`config.mk`:
```
export PLATFORM = sky130hd
export DESIGN_NAME = icpb_top
export DESIGN_NICKNAME = d
export VERILOG_FILES = /design/src/icpb_pkg.sv /design/src/icpb_top.sv
export SDC_FILE = /design/constraint.sdc
export NUM_CORES = 1
export LEC_CHECK = 0
export BUFFER_PORTS_ARGS = -buffer_cell sky130_fd_sc_hd__clkbuf_2
export CORE_ASPECT_RATIO = 1.5
export CORE_MARGIN = 2
export CORE_UTILIZATION = 48
export DETAILED_ROUTE_END_ITERATION = 6
export PLACE_DENSITY = 0.84
export SYNTH_ARGS = -nofsm -noshare
export SYNTH_HDL_FRONTEND = slang
export SYNTH_SLANG_ARGS = --single-unit
```
`constraint.sdc`:
```
create_clock -name CORE_CLK_I -period 3 [get_ports CORE_CLK_I]
set_input_delay 0.15 -clock CORE_CLK_I [delete_from_list [all_inputs] [get_ports CORE_CLK_I]]
set_output_delay 0.15 -clock CORE_CLK_I [all_outputs]
set_load 0.02 [all_outputs]
```
`src/icpb_pkg.sv`:
```
// Purpose: Shared constants and types of the core interrupt and port B block
// Assumes: Register indices times four give the AXI4-Lite byte address
// Notes:   One package for the single design file
package icpb_pkg;
    localparam int          ADDR_W         = 12;
    localparam int          IDX_W          = 10;
    // Register indices in each bank that maps them
    localparam logic [9:0]  IDX_PORT_B0    = 10'h006;
    localparam logic [9:0]  IDX_PORT_B2    = 10'h106;
    localparam logic [9:0]  IDX_INTCTL_B0  = 10'h00b;
    localparam logic [9:0]  IDX_INTCTL_B1  = 10'h08b;
    localparam logic [9:0]  IDX_INTCTL_B2  = 10'h10b;
    localparam logic [9:0]  IDX_INTCTL_B3  = 10'h18b;
    localparam logic [9:0]  IDX_OPTION_B1  = 10'h081;
    localparam logic [9:0]  IDX_OPTION_B3  = 10'h181;
    localparam logic [9:0]  IDX_DIR_B1     = 10'h086;
    localparam logic [9:0]  IDX_DIR_B3     = 10'h186;
    // Option field positions
    localparam int          OPT_PULL_DIS_BIT = 7;
    localparam int          OPT_EDGE_BIT     = 6;
    // Reset values
    localparam logic [7:0]  OPTION_RESET   = 8'hff;
    localparam logic [7:0]  DIR_RESET      = 8'hff;
    localparam logic [6:0]  INTCTL_RESET   = 7'h00;
    // Pin roles
    localparam int          EXT_PIN        = 0;
    localparam int          LVP_PIN        = 4;
    localparam int          UPPER_LO       = 4;
    localparam logic [1:0]  ARM_DONE       = 2'h3;
    // AXI responses
    localparam logic [1:0]  RESP_OKAY      = 2'h0;
    localparam logic [1:0]  RESP_SLVERR    = 2'h2;

    typedef struct packed {
        logic global_irq_enable;
        logic peripheral_irq_enable;
        logic t0ie;
        logic ext_pin_irq_enable;
        logic port_change_irq_enable;
        logic timer0_overflow_flag;
        logic ext_pin_irq_flag;
        logic port_change_flag;
    } icpb_intctl_type;

    typedef enum logic [2:0] {
        SEL_NONE   = 3'b000,
        SEL_PORT   = 3'b001,
        SEL_INTCTL = 3'b010,
        SEL_OPTION = 3'b011,
        SEL_DIR    = 3'b100
    } icpb_sel_type;
endpackage

```
`src/icpb_top.sv`:
```
// Purpose: Core interrupt control with port B change and external pin sources
// Assumes: AXI4-Lite slave, one clock, synchronous active-low reset
// Notes:   Port B pins pass a two-stage synchroniser before use
//
// Overview of operation
// [RULE1] Byte register of enables and flags
// [RULE2] Flags set regardless of any enable
// [RULE3] Global enable gates every request
// [RULE4] Peripheral enable gates peripheral requests
// [RULE5] External pin enable gates its request
// [RULE6] Port change enable gates its request
// [RULE7] Timer0 overflow flag set, software clears
// [RULE8] External pin flag set, software clears
// [RULE9] Upper pin change sets sticky flag
// [RULE10] Upper pins detect change, offer pull-up
// [RULE11] Low-voltage programming masks pin four
// [RULE12] All pins bidirectional with pull-up
// [RULE13] Direction and option reset to ones
// [RULE14] Control register mirrored in four banks
// [RULE15] Request is gated OR of sources
// [RULE16] Bits seven to one clear on reset
//
// Decided for this implementation: register access over AXI4-Lite.
`timescale 1ns/100ps
`default_nettype none
module icpb_top
    import icpb_pkg::*;
(
    input  wire logic              CORE_CLK_I,
    input  wire logic              RESETN_I,
    input  wire logic [ADDR_W-1:0] AXI_AWADDR_I,
    input  wire logic              AXI_AWVALID_I,
    output var  logic              AXI_AWREADY_O,
    input  wire logic [31:0]       AXI_WDATA_I,
    input  wire logic [3:0]        AXI_WSTRB_I,
    input  wire logic              AXI_WVALID_I,
    output var  logic              AXI_WREADY_O,
    output var  logic [1:0]        AXI_BRESP_O,
    output var  logic              AXI_BVALID_O,
    input  wire logic              AXI_BREADY_I,
    input  wire logic [ADDR_W-1:0] AXI_ARADDR_I,
    input  wire logic              AXI_ARVALID_I,
    output var  logic              AXI_ARREADY_O,
    output var  logic [31:0]       AXI_RDATA_O,
    output var  logic [1:0]        AXI_RRESP_O,
    output var  logic              AXI_RVALID_O,
    input  wire logic              AXI_RREADY_I,
    input  wire logic [7:0]        PORT_B_PIN_DATA_PIN_I,
    output var  logic [7:0]        PORT_B_PIN_DATA_OUT_O,
    output var  logic [7:0]        PORT_B_PIN_DATA_OE_O,
    output var  logic [7:0]        PORT_B_PIN_DATA_PULLUP_O,
    input  wire logic              TIMER0_COUNT_OVF_I,
    input  wire logic              PERIPH_REQ_I,
    input  wire logic              LVP_EN_I,
    output var  logic [7:0]        OPTION_O,
    output var  logic              IRQ_O
);

    // Decode of a register index, used by both paths
    // [RULE14] Bank mirror decode
    function automatic icpb_sel_type reg_sel(input logic [IDX_W-1:0] idx);
        icpb_sel_type s;
        s = SEL_NONE;
        if (idx == IDX_PORT_B0 || idx == IDX_PORT_B2) begin
            s = SEL_PORT;
        end
        if (idx == IDX_INTCTL_B0 || idx == IDX_INTCTL_B1 || idx == IDX_INTCTL_B2 || idx == IDX_INTCTL_B3) begin
            s = SEL_INTCTL;
        end
        if (idx == IDX_OPTION_B1 || idx == IDX_OPTION_B3) begin
            s = SEL_OPTION;
        end
        if (idx == IDX_DIR_B1 || idx == IDX_DIR_B3) begin
            s = SEL_DIR;
        end
        return s;
    endfunction

    logic              aw_got;
    logic              w_got;
    logic [IDX_W-1:0]  w_idx;
    logic [7:0]        w_byte;
    logic              w_lane0;
    logic [7:0]        sync1;
    logic [7:0]        sync2;
    logic [7:0]        prev;
    logic [1:0]        arm;
    logic [7:0]        port_latch;
    logic [7:0]        dir;
    logic [7:0]        option;
    icpb_intctl_type   ctl;

    // Write channel
    wire               aw_hs       = AXI_AWVALID_I & AXI_AWREADY_O;
    wire               w_hs        = AXI_WVALID_I & AXI_WREADY_O;
    wire               do_write    = aw_got & w_got & ~AXI_BVALID_O;
    wire               next_aw_got = (aw_got | aw_hs) & ~do_write;
    wire               next_w_got  = (w_got | w_hs) & ~do_write;
    wire               next_bvalid = do_write | (AXI_BVALID_O & ~AXI_BREADY_I);
    wire icpb_sel_type wr_sel      = reg_sel(w_idx);
    wire               wr_en       = do_write & w_lane0;
    wire               port_wr     = wr_en & (wr_sel == SEL_PORT);
    wire               ctl_wr      = wr_en & (wr_sel == SEL_INTCTL);
    wire               opt_wr      = wr_en & (wr_sel == SEL_OPTION);
    wire               dir_wr      = wr_en & (wr_sel == SEL_DIR);

    // Read channel
    wire               ar_hs       = AXI_ARVALID_I & AXI_ARREADY_O;
    wire               next_rvalid = ar_hs | (AXI_RVALID_O & ~AXI_RREADY_I);
    wire icpb_sel_type rd_sel      = reg_sel(AXI_ARADDR_I[ADDR_W-1:2]);
    wire [7:0]         rd_byte     = (rd_sel == SEL_PORT)   ? sync2 :
                                     (rd_sel == SEL_INTCTL) ? ctl :
                                     (rd_sel == SEL_OPTION) ? option :
                                     (rd_sel == SEL_DIR)    ? dir : 8'h00;

    always_ff @(posedge CORE_CLK_I) begin
        if (!RESETN_I) begin
            aw_got        <= 1'b0;
            w_got         <= 1'b0;
            AXI_AWREADY_O <= 1'b0;
            AXI_WREADY_O  <= 1'b0;
            AXI_BVALID_O  <= 1'b0;
            AXI_BRESP_O   <= RESP_OKAY;
        end else begin
            aw_got        <= next_aw_got;
            w_got         <= next_w_got;
            AXI_AWREADY_O <= ~next_aw_got & ~next_bvalid;
            AXI_WREADY_O  <= ~next_w_got & ~next_bvalid;
            AXI_BVALID_O  <= next_bvalid;
            if (do_write) begin
                AXI_BRESP_O <= (wr_sel == SEL_NONE) ? RESP_SLVERR : RESP_OKAY;
            end
        end
    end

    always_ff @(posedge CORE_CLK_I) begin
        if (aw_hs) begin
            w_idx <= AXI_AWADDR_I[ADDR_W-1:2];
        end
        if (w_hs) begin
            w_byte  <= AXI_WDATA_I[7:0];
            w_lane0 <= AXI_WSTRB_I[0];
        end
    end

    always_ff @(posedge CORE_CLK_I) begin
        if (!RESETN_I) begin
            AXI_ARREADY_O <= 1'b0;
            AXI_RVALID_O  <= 1'b0;
            AXI_RDATA_O   <= 32'h0000_0000;
            AXI_RRESP_O   <= RESP_OKAY;
        end else begin
            AXI_ARREADY_O <= ~next_rvalid;
            AXI_RVALID_O  <= next_rvalid;
            if (ar_hs) begin
                AXI_RDATA_O <= {24'h00_0000, rd_byte};
                AXI_RRESP_O <= (rd_sel == SEL_NONE) ? RESP_SLVERR : RESP_OKAY;
            end
        end
    end

    // Pin synchroniser and edge history
    always_ff @(posedge CORE_CLK_I) begin
        sync1 <= PORT_B_PIN_DATA_PIN_I;
        sync2 <= sync1;
        prev  <= sync2;
    end

    // Hold off edge detection until history is valid
    always_ff @(posedge CORE_CLK_I) begin
        if (!RESETN_I) begin
            arm <= 2'h0;
        end else if (arm != ARM_DONE) begin
            arm <= arm + 2'h1;
        end
    end

    wire       armed     = (arm == ARM_DONE);
    wire       edge_rise = option[OPT_EDGE_BIT];
    wire       ext_event = armed & (edge_rise ? (sync2[EXT_PIN] & ~prev[EXT_PIN])
                                              : (~sync2[EXT_PIN] & prev[EXT_PIN]));
    wire [7:0] next_dir  = dir_wr ? w_byte : dir;
    wire [7:0] next_opt  = opt_wr ? w_byte : option;
    wire [7:0] chg;
    wire [7:0] next_pull;
    wire       rb_change = armed & (|chg);

    genvar gi;
    generate
        for (gi = 0; gi < 8; gi++) begin : g_pin
            localparam logic IS_LVP = (gi == LVP_PIN);
            localparam logic IS_UP  = (gi >= UPPER_LO);
            // [RULE10] [RULE11] [RULE12] Pull-up per input pin
            assign next_pull[gi] = ~next_opt[OPT_PULL_DIS_BIT] & next_dir[gi] & ~(IS_LVP & LVP_EN_I);
            // [RULE10] [RULE11] Change detect on upper pins
            assign chg[gi] = IS_UP & dir[gi] & (sync2[gi] ^ prev[gi]) & ~(IS_LVP & LVP_EN_I);
        end
    endgenerate

    // Data latch keeps its value over resets
    always_ff @(posedge CORE_CLK_I) begin
        if (port_wr) begin
            port_latch <= w_byte;
        end
        PORT_B_PIN_DATA_OUT_O <= port_wr ? w_byte : port_latch;
    end

    // [RULE13] Direction and option reset
    always_ff @(posedge CORE_CLK_I) begin
        if (!RESETN_I) begin
            dir            <= DIR_RESET;
            option         <= OPTION_RESET;
            OPTION_O       <= OPTION_RESET;
            PORT_B_PIN_DATA_OE_O     <= ~DIR_RESET;
            PORT_B_PIN_DATA_PULLUP_O <= 8'h00;
        end else begin
            dir            <= next_dir;
            option         <= next_opt;
            OPTION_O       <= next_opt;
            // [RULE12] Drive pins set as outputs
            PORT_B_PIN_DATA_OE_O     <= ~next_dir;
            PORT_B_PIN_DATA_PULLUP_O <= next_pull;
        end
    end

    // [RULE1] [RULE16] Control register reset and write
    always_ff @(posedge CORE_CLK_I) begin
        if (!RESETN_I) begin
            {ctl.global_irq_enable, ctl.peripheral_irq_enable, ctl.t0ie, ctl.ext_pin_irq_enable, ctl.port_change_irq_enable, ctl.timer0_overflow_flag, ctl.ext_pin_irq_flag} <= INTCTL_RESET;
        end else begin
            if (ctl_wr) begin
                {ctl.global_irq_enable, ctl.peripheral_irq_enable, ctl.t0ie, ctl.ext_pin_irq_enable, ctl.port_change_irq_enable} <= w_byte[7:3];
            end
            // [RULE2] [RULE7] Overflow flag, set wins
            ctl.timer0_overflow_flag <= TIMER0_COUNT_OVF_I | (ctl_wr ? w_byte[2] : ctl.timer0_overflow_flag);
            // [RULE2] [RULE8] Pin flag, set wins
            ctl.ext_pin_irq_flag <= ext_event | (ctl_wr ? w_byte[1] : ctl.ext_pin_irq_flag);
            // [RULE9] [RULE16] Change flag, no reset value
            ctl.port_change_flag <= rb_change | (ctl_wr ? w_byte[0] : ctl.port_change_flag);
        end
    end

    // [RULE3] [RULE4] [RULE5] [RULE6] [RULE15] Gated request
    wire next_irq = ctl.global_irq_enable & ((ctl.t0ie & ctl.timer0_overflow_flag) | (ctl.ext_pin_irq_enable & ctl.ext_pin_irq_flag) |
                               (ctl.port_change_irq_enable & ctl.port_change_flag) | (ctl.peripheral_irq_enable & PERIPH_REQ_I));

    always_ff @(posedge CORE_CLK_I) begin
        if (!RESETN_I) begin
            IRQ_O <= 1'b0;
        end else begin
            IRQ_O <= next_irq;
        end
    end
endmodule
`default_nettype wire

```
==> qor.yml, run 1 <==
outcome: "finished, final reports clean"
cts_max_level: 3
cp.arrival_ns: 2.65
drt_wl_total_um: 8550
antenna_found_initial: 0
multi_input_area_um2: 1370
cts-root-buf: "clkbuf_16"
drt_iter0_markers: 248
ir_worst_vdd_mv: 0.417
grt_overflow: 0
ctsHoldBuffers: 26
pre_cts_ws_ns: 0.584
synth_cells: 336
synth_commonest_cells: "dfxtp_1, buf_4, edfxtp_1"
start_kind: "flop"
clk_pin_slew_worst_paths_ns: 0.07
total_power_mw: 2.85
numCtsBuffers: 9
synth_area_um2: 3950
synthFlopType: "dfxtp_1"
area.sequential_um2: 2410
fin_crit_ns: 2.42
maxCapViolations: 0
yosysTopAreaCellShare_pct: 40.5
finalSetupTns_ns: 0
n_antenna_cell: 0
clock-sinks: 107
io_pins: 152
powerDensity_nw_per_um2: 578
start_util_pct: 49.3
dpl.hpwl_um: 5950
nets: 532
crit_path_end_kind: "flop"
grt_pass1_vias: 2703
track_usage_pct: 19.3
setup_slack_ns: 0.580
worstPathCellList: "or4_4 > or4b_1 > mux2i_4 > nor2_1"
die_h_um: 115
critical_path.max_fanout: 10
path_class: "flop to flop"
crit_required_ns: 3.23
clock_latency_ns: 0.35
synthMostInstantiatedCell: "dfxtp_1"
finalHoldViolCount: 0
yosys_warnings: 0
worstMarginPinSlew_ns: 1.04
fmax_ghz: 0.413
slew_viol_final: 0
place.gp.congestion: 0.827
maxSlewHeadroom_pct: 30.5
via_per_inst: 5.12
cts_resized: 0
yosysSeqAreaShare_pct: 61.1
ff2ff_setup_slack_ns: 0.58
rows: 40
synth_edf_count: 27
cpMaxStageDelayCell: "or4b_1"
fin_hold_ws_ns: 0.0573
synth_area_leaders: "dfxtp_1, edfxtp_1, mux2i_1"
fin_util_pct: 61.5
area_growth_pct: 24.6
syn_avg_cell_area_um2: 11.8
setup_viol: 0
wl_per_cell_um: 15.2
post_cts_buffers: 0
critPathMaxStageDelay_ns: 0.85
cts_tree: "done"
synthArstFlopShare_pct: 0
layout-drive-gt1-share_pct: 24.2
rsz0062_at_grt: "false"
first_pass_iters: 4
finalCritPeriodShare_pct: 80.7
ant_nets: 0
drcViolationCount: 0
io_buffer_count: 92
vias: 2882
cp_num_buf_inv: 0
grt_pass1_wl_um: 13100
skew_ns: 0.00842
crit_family: "simple AND/OR/NAND/NOR gates"
leakage_nw: 2.11
synth_seq_cells: 107
die_width_um: 78.1
core_area_um2: 8010
fillers: 674
hold_class: "input port to flop"
dieArea_um2: 8990
synth_cell_types: 45
yosys.area.top_type: "dfxtp_1"
grt_max_degree: 59
cts_buffer_depth: 2
-- metal layers --
metal  up-vias  part of all wire [%]  GRT usage, %
met5         -                     0             0
met4         0                   2.1          10.2
met3        11                   5.7          4.32
met2       112                    54          34.9
met1      1372                    38          20.9
li1       1387                     -             -
-- cell type report --
cell class / count / share of cell area, %
Clock buffer: 12 / 4.81
Clock inverter: 4 / 0.585
Inverter: 3 / 0.229
Multi-Input combinational cell: 212 / 27.7
Sequential cell: 107 / 49.0
Tap cell: 105 / 2.67
Timing Repair Buffer: 120 / 15.0
-- cell usage in the layout, fill, tap and decap left out, types with 10 or more instances in the layout --
master         instances
o21ai_0               14
nand2_1               22
clkbuf_2              92
dfxtp_1               80
and2_1                12
dlygate4sd3_1         26
conb_1                26
mux2i_1               23
nor2b_1               10
edfxtp_1              27
nor2_1                15
-- flip-flops by register name, summed over array words and instances (netlist names), 2 cells and up --
name,count
w_idx,9
AXI_RDATA_O,8
PORT_B_PIN_DATA_OE_O,8
PORT_B_PIN_DATA_PULLUP_O,8
ctl,8
dir,8
option,8
port_latch,8
sync1,8
sync2,8
w_byte,8
prev,5
arm,2
-- metrics by stage --
step / area [um2] / instances
floorplan: 4040 / 361
global placement: 4400 / 521
global route: 4920 / 563
finish: 4920 / 563
CTS: 4920 / 563
detailed placement: 4400 / 521
-- report_power, final --
group	switching [mW]	internal, mW
clock	0.495	0.564
sequential	0.0338	1.53
combinational	0.126	0.0954
-- final timing paths --
| check | start | to | cells past startpoint |
|---|---|---|---|
| setup / recovery | w_idx[5] | PORT_B_PIN_DATA_PULLUP_O[7] | 4 |
| hold reg to reg | sync1[6] | sync2[6] | 0 |
| setup reg to reg | w_idx[5] | PORT_B_PIN_DATA_PULLUP_O[7] | 4 |
| hold / removal | TIMER0_COUNT_OVF_I | ctl[2] | 2 |
-- logic make-up after synthesis --
logic type	count (synthesis)	synth area share [%]
AOI/OAI and AO/OA	66	11.2
xor gates and xnor gates	5	1.11
adders and majority gates	1	0.317
buffers and inverters	42	6.75
DFF	107	61.1
muxes	25	6.68
other	1	0.0949
and+or+nand+nor	89	12.8
Note: power is estimated with default switching activity, not from simulation.
==> inputs of run 2 (changes only) <==
--- a/config.mk
+++ b/config.mk
@@ -5,10 +5,11 @@
 export SDC_FILE = /design/constraint.sdc
 export NUM_CORES = 1
 export LEC_CHECK = 0
+export ABC_AREA = 1
 export BUFFER_PORTS_ARGS = -buffer_cell sky130_fd_sc_hd__clkbuf_2
 export CORE_ASPECT_RATIO = 1.5
 export CORE_MARGIN = 2
-export CORE_UTILIZATION = 48
+export CORE_UTILIZATION = 49
 export DETAILED_ROUTE_END_ITERATION = 6
 export PLACE_DENSITY = 0.84
 export SYNTH_ARGS = -nofsm -noshare
==> constraint.sdc (replaced) <==
create_clock -name CORE_CLK_I -period 2.46 [get_ports CORE_CLK_I]
set_input_delay 0.123 -clock CORE_CLK_I [delete_from_list [all_inputs] [get_ports CORE_CLK_I]]
set_output_delay 0.123 -clock CORE_CLK_I [all_outputs]
set_load 0.02 [all_outputs]
==> run 2 against run 1 <==
Effect of this change:
- critical path type unchanged
- sequential share of layout area fell by 2.9 points
- combinational power rose by 25%
- worst hold slack got worse by 0.041 ns
- largest power group unchanged
- sequential cell count did not move
- global-route usage rose by 1.9 points
- utilization rose by 0.76 points
- cell count rose by 24%
- clock skew barely moved
- critical path depth rose by 1
==> qor.yml, run 2 <==
dpl.hpwl_um: 6800  # was 5950 um
finalHoldViolCount: 0  # unchanged
critPathMaxStageDelay_ns: 0.55  # was 0.85 ns
wl_per_cell_um: 13.7  # was 15.2 um
path_class: "flop to flop"  # unchanged
start_kind: "flop"  # unchanged
slew_viol_final: 0  # unchanged
cts_max_level: 3  # unchanged
hold_class: "input port to flop"  # unchanged
synthMostInstantiatedCell: "dfxtp_1"  # unchanged
yosysTopAreaCellShare_pct: 37.8  # was 40.5%
synth_cell_types: 36  # was 45
io_buffer_count: 92  # unchanged
cts_resized: 0  # unchanged
yosys.area.top_type: "dfxtp_1"  # unchanged
synth_area_um2: 4230  # was 3950 um2
nets: 663  # was 532
pwr-share-comb_pct: 7.6  # was 7.8%
intPower_mw: 2.84  # was 2.19 mW
drt_iter0_markers: 182  # was 248
synthArstFlopShare_pct: 0  # unchanged
grt_pass1_vias: 3227  # was 2703
pre_cts_ws_ns: 0.668  # was 0.584 ns
place.gp.congestion: 0.832  # was 0.827
seqPwrFrac_pct: 52.3  # was 55.0%
via_per_inst: 4.87  # was 5.12
maxSlewHeadroom_pct: 53.9  # was 30.5%
core_area_um2: 8410  # was 8010 um2
synth_area_leaders: "dfxtp_1, edfxtp_1, nand3_1"  # was dfxtp_1, edfxtp_1, mux2i_1
final_common_cell: "clkbuf_2"  # unchanged
multi_input_area_um2: 1380  # was 1370 um2
rsz0062_at_grt: "false"  # unchanged
critical_path.max_fanout: 8  # was 10
p_clk_share_pct: 40.1  # was 37.2%
ff2ff_setup_slack_ns: 0.65  # was 0.58 ns
fmax_ghz: 0.552  # was 0.413 GHz
drt_wl_total_um: 9530  # was 8550 um
holdPathStages: 3  # was 2
largest_reg_flops: 9  # unchanged
layout-drive-gt1-share_pct: 25.5  # was 24.2%
yosysSeqAreaShare_pct: 57.0  # was 61.1%
antenna_found_initial: 0  # unchanged
yosys_warnings: 0  # unchanged
die_h_um: 118  # was 115 um
top_register: "w_idx"  # unchanged
finalSetupTns_ns: 0  # unchanged
numCtsBuffers: 9  # unchanged
min_delay_worst_endpoint: "IRQ_O"  # was ctl[2]
drcViolationCount: 0  # unchanged
outcome: "finished, final reports clean"  # unchanged
n_antenna_cell: 0  # unchanged
cts-root-buf: "clkbuf_16"  # unchanged
cp.arrival_ns: 1.79  # was 2.65 ns
track_usage_pct: 21.2  # was 19.3%
ant_nets: 0  # unchanged
vias: 3390  # was 2882
cts_buffer_depth: 2  # unchanged
synthFlopType: "dfxtp_1"  # unchanged
grt_max_degree: 20  # was 59
clock-sinks: 107  # unchanged
cts_tree: "done"  # unchanged
dieArea_um2: 9410  # was 8990 um2
timing.rr.end: "port_latch[5]"  # was PORT_B_PIN_DATA_PULLUP_O[7]
leakage_nw: 2.59  # was 2.11 nW
hold_path_startpoint: "PERIPH_REQ_I"  # was TIMER0_COUNT_OVF_I
skew_ns: 0.00825  # was 0.00842 ns
ir_worst_vdd_mv: 0.574  # was 0.417 mV
worstMarginPinSlew_ns: 0.690  # was 1.04 ns
setup_viol: 0  # unchanged
syn_avg_cell_area_um2: 9.08  # was 11.8 um2
crit_required_ns: 2.44  # was 3.23 ns
p_sw_share_pct: 22.5  # was 23.0%
synth_edf_count: 27  # unchanged
area.sequential_um2: 2410  # unchanged
clock_latency_ns: 0.35  # about the same
start_util_pct: 50.3  # was 49.3%
ctsHoldBuffers: 26  # unchanged
worstPathCellList: "nor2_2 > nand3_2 > nor2_1 > nand3b_1 > nor2_1"  # was or4_4 > or4b_1 > mux2i_4 > nor2_1
area_growth_pct: 23.7  # was 24.6%
reg2reg_depth: 5  # was 4
regToRegStartpoint: "w_idx[0]"  # was w_idx[5]
finalCritPeriodShare_pct: 73.7  # was 80.7%
maxCapViolations: 0  # unchanged
grt_pass1_wl_um: 15200  # was 13100 um
post_cts_buffers: 0  # unchanged
power.switching_uw: 824  # was 654 uW
die_width_um: 79.9  # was 78.1 um
layout_common_cells: "clkbuf_2, dfxtp_1, nand2_1"  # was clkbuf_2, dfxtp_1, edfxtp_1
synth_seq_cells: 107  # unchanged
fin_crit_ns: 1.81  # was 2.42 ns
first_pass_iters: 4  # unchanged
fin_hold_ws_ns: 0.0159  # was 0.0573 ns
cpMaxStageDelayCell: "nor2_1"  # was or4b_1
grt_overflow: 0  # unchanged
rows: 41  # was 40
synth_cells: 466  # was 336
setup_slack_ns: 0.648  # was 0.580 ns
io_pins: 152  # unchanged
powerDensity_nw_per_um2: 700  # was 578 nW/um2
synth_commonest_cells: "dfxtp_1, nand2_1, inv_1"  # was dfxtp_1, buf_4, edfxtp_1
path_common_cell: "nor2_1"
clk_pin_slew_worst_paths_ns: 0.07  # about the same
fillers: 691  # was 674
crit_path_end_kind: "flop"  # unchanged
-- run 2: cell count changes in the layout (fill, tap and decap cells not counted), sizes merged, moves of 12 or more --
cell,change
a21oi,+12
nor2,+23
nand3,+60
nand2,+66
mux2i,-24
o21ai,+13
inv,+65
-- run 2: logic make-up (layout without fill, tap and decap cells) --
family	count (synthesis)	count (layout)	share of synthesized area [%]
buffers and inverters	105	203	12.5
AND/OR/NAND/NOR	199	199	22.7
adder cells (fa/ha/maj)	1	1	0.296
other	1	26	0.0886
flip-flops	107	107	57.0
AO/OA/AOI/OAI	52	52	7.16
XOR/XNOR	1	1	0.207
-- run 2: how the worst max path moves through the flow --
stage	startpoint	end	slack (ns)	cells after the start
2_1_floorplan	w_idx[0]	port_latch[0]	0.90	5
3_3_place_gp	w_idx[0]	port_latch[4]	0.76	5
3_5_place_dp	w_idx[0]	port_latch[3]	0.67	5
4_1_cts	w_idx[0]	port_latch[5]	0.66	5
5_1_grt	w_idx[0]	port_latch[5]	0.54	5
6_report	w_idx[0]	port_latch[5]	0.65	5
-- run 2: area by class of cell --
class	instances	area share (%)
flip-flops and latches	107	46.1
multi-input cells	279	26.4
repair buffers	119	13.9
clock buffers	13	5.79
inverters	68	4.90
well taps	107	2.56
clock inverters	3	0.311
-- run 2: metrics by stage --
| stage | instances | area (um2) | power, mW | util (%) |
|---|---|---|---|---|
| 2_1_floorplan | 491 | 4330 | 2.14 | - |
| 3_3_place_gp | 654 | 4650 | 2.18 | 55.3 |
| 3_5_place_dp | 654 | 4650 | 2.20 | 55.3 |
| 4_1_cts | 696 | 5230 | 3.68 | 62.2 |
| 5_1_grt | 696 | 5230 | 3.78 | 62.2 |
| 6_report | 696 | 5230 | 3.66 | 62.2 |
-- run 2: metal layers --
| metal | track usage (%) | vias up | wire [um] | part of all wire (%) |
|---|---|---|---|---|
| li1 | - | 1679 | - | - |
| met2 | 36.9 | 135 | 5110 | 54 |
| met3 | 5.60 | 22 | 585 | 6.1 |
| met1 | 23.0 | 1554 | 3550 | 37 |
| met5 | 0 | - | 0 | 0 |
| met4 | 10.9 | 0 | 289 | 3.0 |
-- run 2: power by group through the flow --
stage / clock, mW / sequential, mW / combinational [mW]
after global placement: 0 / 1.95 / 0.229
after CTS: 1.49 / 1.91 / 0.277
after global routing: 1.55 / 1.92 / 0.306
final: 1.47 / 1.92 / 0.276
after floorplan: 0 / 1.96 / 0.176
after detailed placement: 0 / 1.95 / 0.243
-- run 2: critical path: cells and delay by family (launching register included) --
family	cells	cell delay [ns]
DFF	1	0.45
and+or+nand+nor	5	1.01
==> inputs of run 3 (changes only) <==
==> constraint.sdc (replaced) <==
create_clock -name CORE_CLK_I -period 1.85 [get_ports CORE_CLK_I]
set_input_delay 0.0925 -clock CORE_CLK_I [delete_from_list [all_inputs] [get_ports CORE_CLK_I]]
set_output_delay 0.0925 -clock CORE_CLK_I [all_outputs]
set_load 0.02 [all_outputs]
==> run 3 against run 2 <==
Effect of this change:
- sequential share of layout area down 0.96 points
- sequential power up 33%
- worst hold slack better by 0.026 ns
==> qor.yml, run 3 (synthesis results as in run 2) <==
outcome: "finished, final reports clean"  # unchanged
largest_reg_flops: 9  # unchanged
first_pass_iters: 4  # unchanged
clock_latency_ns: 0.35  # about the same
worstMarginPinSlew_ns: 0.623  # was 0.690 ns
post_cts_buffers: 0  # unchanged
crit_required_ns: 2.15  # was 2.44 ns
grt_overflow: 0  # unchanged
layout-drive-gt1-share_pct: 26.2  # was 25.5%
vias: 3462  # was 3390
cts_buffer_depth: 2  # unchanged
place.gp.congestion: 0.870  # was 0.832
cp_num_buf_inv: 2  # was 0
regToRegStartpoint: "w_idx[6]"  # was w_idx[0]
final_common_cell: "clkbuf_2"  # unchanged
finalCritPeriodShare_pct: 83.5  # was 73.7%
antenna_found_initial: 0  # unchanged
area_growth_pct: 26.3  # was 23.7%
placed_cell_area_um2: 4690  # was 4650 um2
rsz0062_at_grt: "false"  # unchanged
dpl.hpwl_um: 6930  # was 6800 um
routed-wl-met2_um: 5010  # was 5110 um
die_width_um: 79.9  # unchanged
wl_met1_um: 3490  # was 3550 um
core_area_um2: 8410  # unchanged
layout_common_cells: "clkbuf_2, dfxtp_1, nand2_1"  # unchanged
clk_pin_slew_worst_paths_ns: 0.07  # about the same
ff2ff_setup_slack_ns: 0.31  # was 0.65 ns
rows: 41  # unchanged
slew_viol_final: 0  # unchanged
leakage_nw: 2.65  # was 2.59 nW
critPathMaxStageDelay_ns: 0.36  # was 0.55 ns
numCtsBuffers: 9  # unchanged
crit_start: "w_idx[6]"  # was w_idx[0]
io_pins: 152  # unchanged
cts-root-buf: "clkbuf_16"  # unchanged
start_util_pct: 50.3  # unchanged
cts_tree: "done"  # unchanged
track_usage_pct: 21.5  # was 21.2%
cts_resized: 0  # unchanged
timing.rr.end: "ctl[1]"  # was port_latch[5]
io_buffer_count: 92  # unchanged
top_layer: "met4"  # unchanged
clock-sinks: 107  # unchanged
powerDensity_nw_per_um2: 976  # was 700 nW/um2
grt_pass1_wl_um: 15400  # was 15200 um
pre_cts_ws_ns: 0.352  # was 0.668 ns
grt_max_degree: 22  # was 20
maxSlewHeadroom_pct: 58.4  # was 53.9%
hold_class: "input port to flop"  # unchanged
finalSetupTns_ns: 0  # unchanged
die_h_um: 118  # unchanged
ant_nets: 0  # unchanged
crit_cells: 9  # was 5
final_area_um2: 5350  # was 5230 um2
dieArea_um2: 9410  # unchanged
maxCapViolations: 0  # unchanged
worstPathCellList: "nor2_1 > nand2_1 > nor2_1 > nand2_2 > inv_1 > nand2_1 > nand3_1 > nand2_1 > inv_1"  # was nor2_2 > nand3_2 > nor2_1 > nand3b_1 > nor2_1
top_register: "w_idx"  # unchanged
fin_crit_ns: 1.54  # was 1.81 ns
n_antenna_cell: 0  # unchanged
path_class: "flop to flop"  # unchanged
cts_max_level: 3  # unchanged
drt_iter0_markers: 184  # was 182
reg2reg_depth: 9  # was 5
cpMaxStageDelayCell: "edfxtp_1"  # was nor2_1
path_common_cell: "nand2_1"  # was nor2_1
grt_pass1_vias: 3340  # was 3227
cp.arrival_ns: 1.84  # was 1.79 ns
total_power_mw: 5.22  # was 3.66 mW
ctsHoldBuffers: 27  # was 26
wl_per_cell_um: 13.6  # was 13.7 um
crit_family: "simple AND/OR/NAND/NOR gates"  # unchanged
critical_path.max_fanout: 10  # was 8
setup_viol: 0  # unchanged
via_per_inst: 4.93  # was 4.87
wl_met3_um: 628  # was 585 um
start_kind: "flop"  # unchanged
skew_ns: 0.00716  # was 0.00825 ns
drcViolationCount: 0  # unchanged
nets: 669  # was 663
finalHoldViolCount: 0  # unchanged
fmax_ghz: 0.647  # was 0.552 GHz
crit_path_end_kind: "flop"  # unchanged
crit_end: "ctl[1]"  # was port_latch[5]
drt_wl_total_um: 9540  # was 9530 um
ir_worst_vdd_mv: 1.07  # was 0.574 mV
setup_slack_ns: 0.306  # was 0.648 ns
## run 3: area by class of cell
type | count | area (um2)
clock buffer | 13 | 314
multi-input combinational | 279 | 1380
sequential | 107 | 2410
tap | 107 | 134
clock inverter | 3 | 68.8
inverter | 68 | 256
timing repair buffer | 125 | 776
fill | 666 | 3070
## run 3: worst register-to-register path: stages (launching register included)
cell      delay (ns)
edfxtp_1        0.36
nor2_1          0.15
nand2_1         0.11
nor2_1          0.20
nand2_2         0.18
inv_1           0.20
nand2_1         0.08
nand3_1         0.07
nand2_1         0.06
inv_1           0.07
## run 3: worst min-delay path by stage
stage / startpoint / to / slack [ns] / cells after the start
after floorplan: PORT_B_PIN_DATA_PIN_I[0] / sync1[0] / 0.12 / 0
after global placement: PORT_B_PIN_DATA_PIN_I[5] / sync1[5] / 0.20 / 1
after detailed placement: PORT_B_PIN_DATA_PIN_I[7] / sync1[7] / 0.20 / 1
after CTS: AXI_RREADY_I / AXI_RVALID_O / 0.04 / 4
after global routing: LVP_EN_I / PORT_B_PIN_DATA_PULLUP_O[4] / 0.06 / 4
final: AXI_RREADY_I / AXI_RVALID_O / 0.04 / 4
## run 3: per-stage QoR
| step | hold slack (ns) | instances | utilization [%] |
|---|---|---|---|
| detailed placement | 0.196 | 659 | 55.8 |
| floorplan | 0.120 | 491 | - |
| finish | 0.0416 | 702 | 63.5 |
| global route | 0.0636 | 702 | 63.5 |
| CTS | 0.0381 | 702 | 63.5 |
| global placement | 0.197 | 659 | 55.8 |
## run 3: report_power, final
part	switching, mW	total, mW	internal (mW)
clock	0.823	2.30	1.47
combinational	0.229	0.374	0.144
sequential	0.0595	2.55	2.49
## run 3: layer usage
layer,global-route usage [%],up-vias
li1,-,1685
met1,23.4,1598
met2,37.4,151
met3,4.83,28
met4,12.2,0
met5,0,-
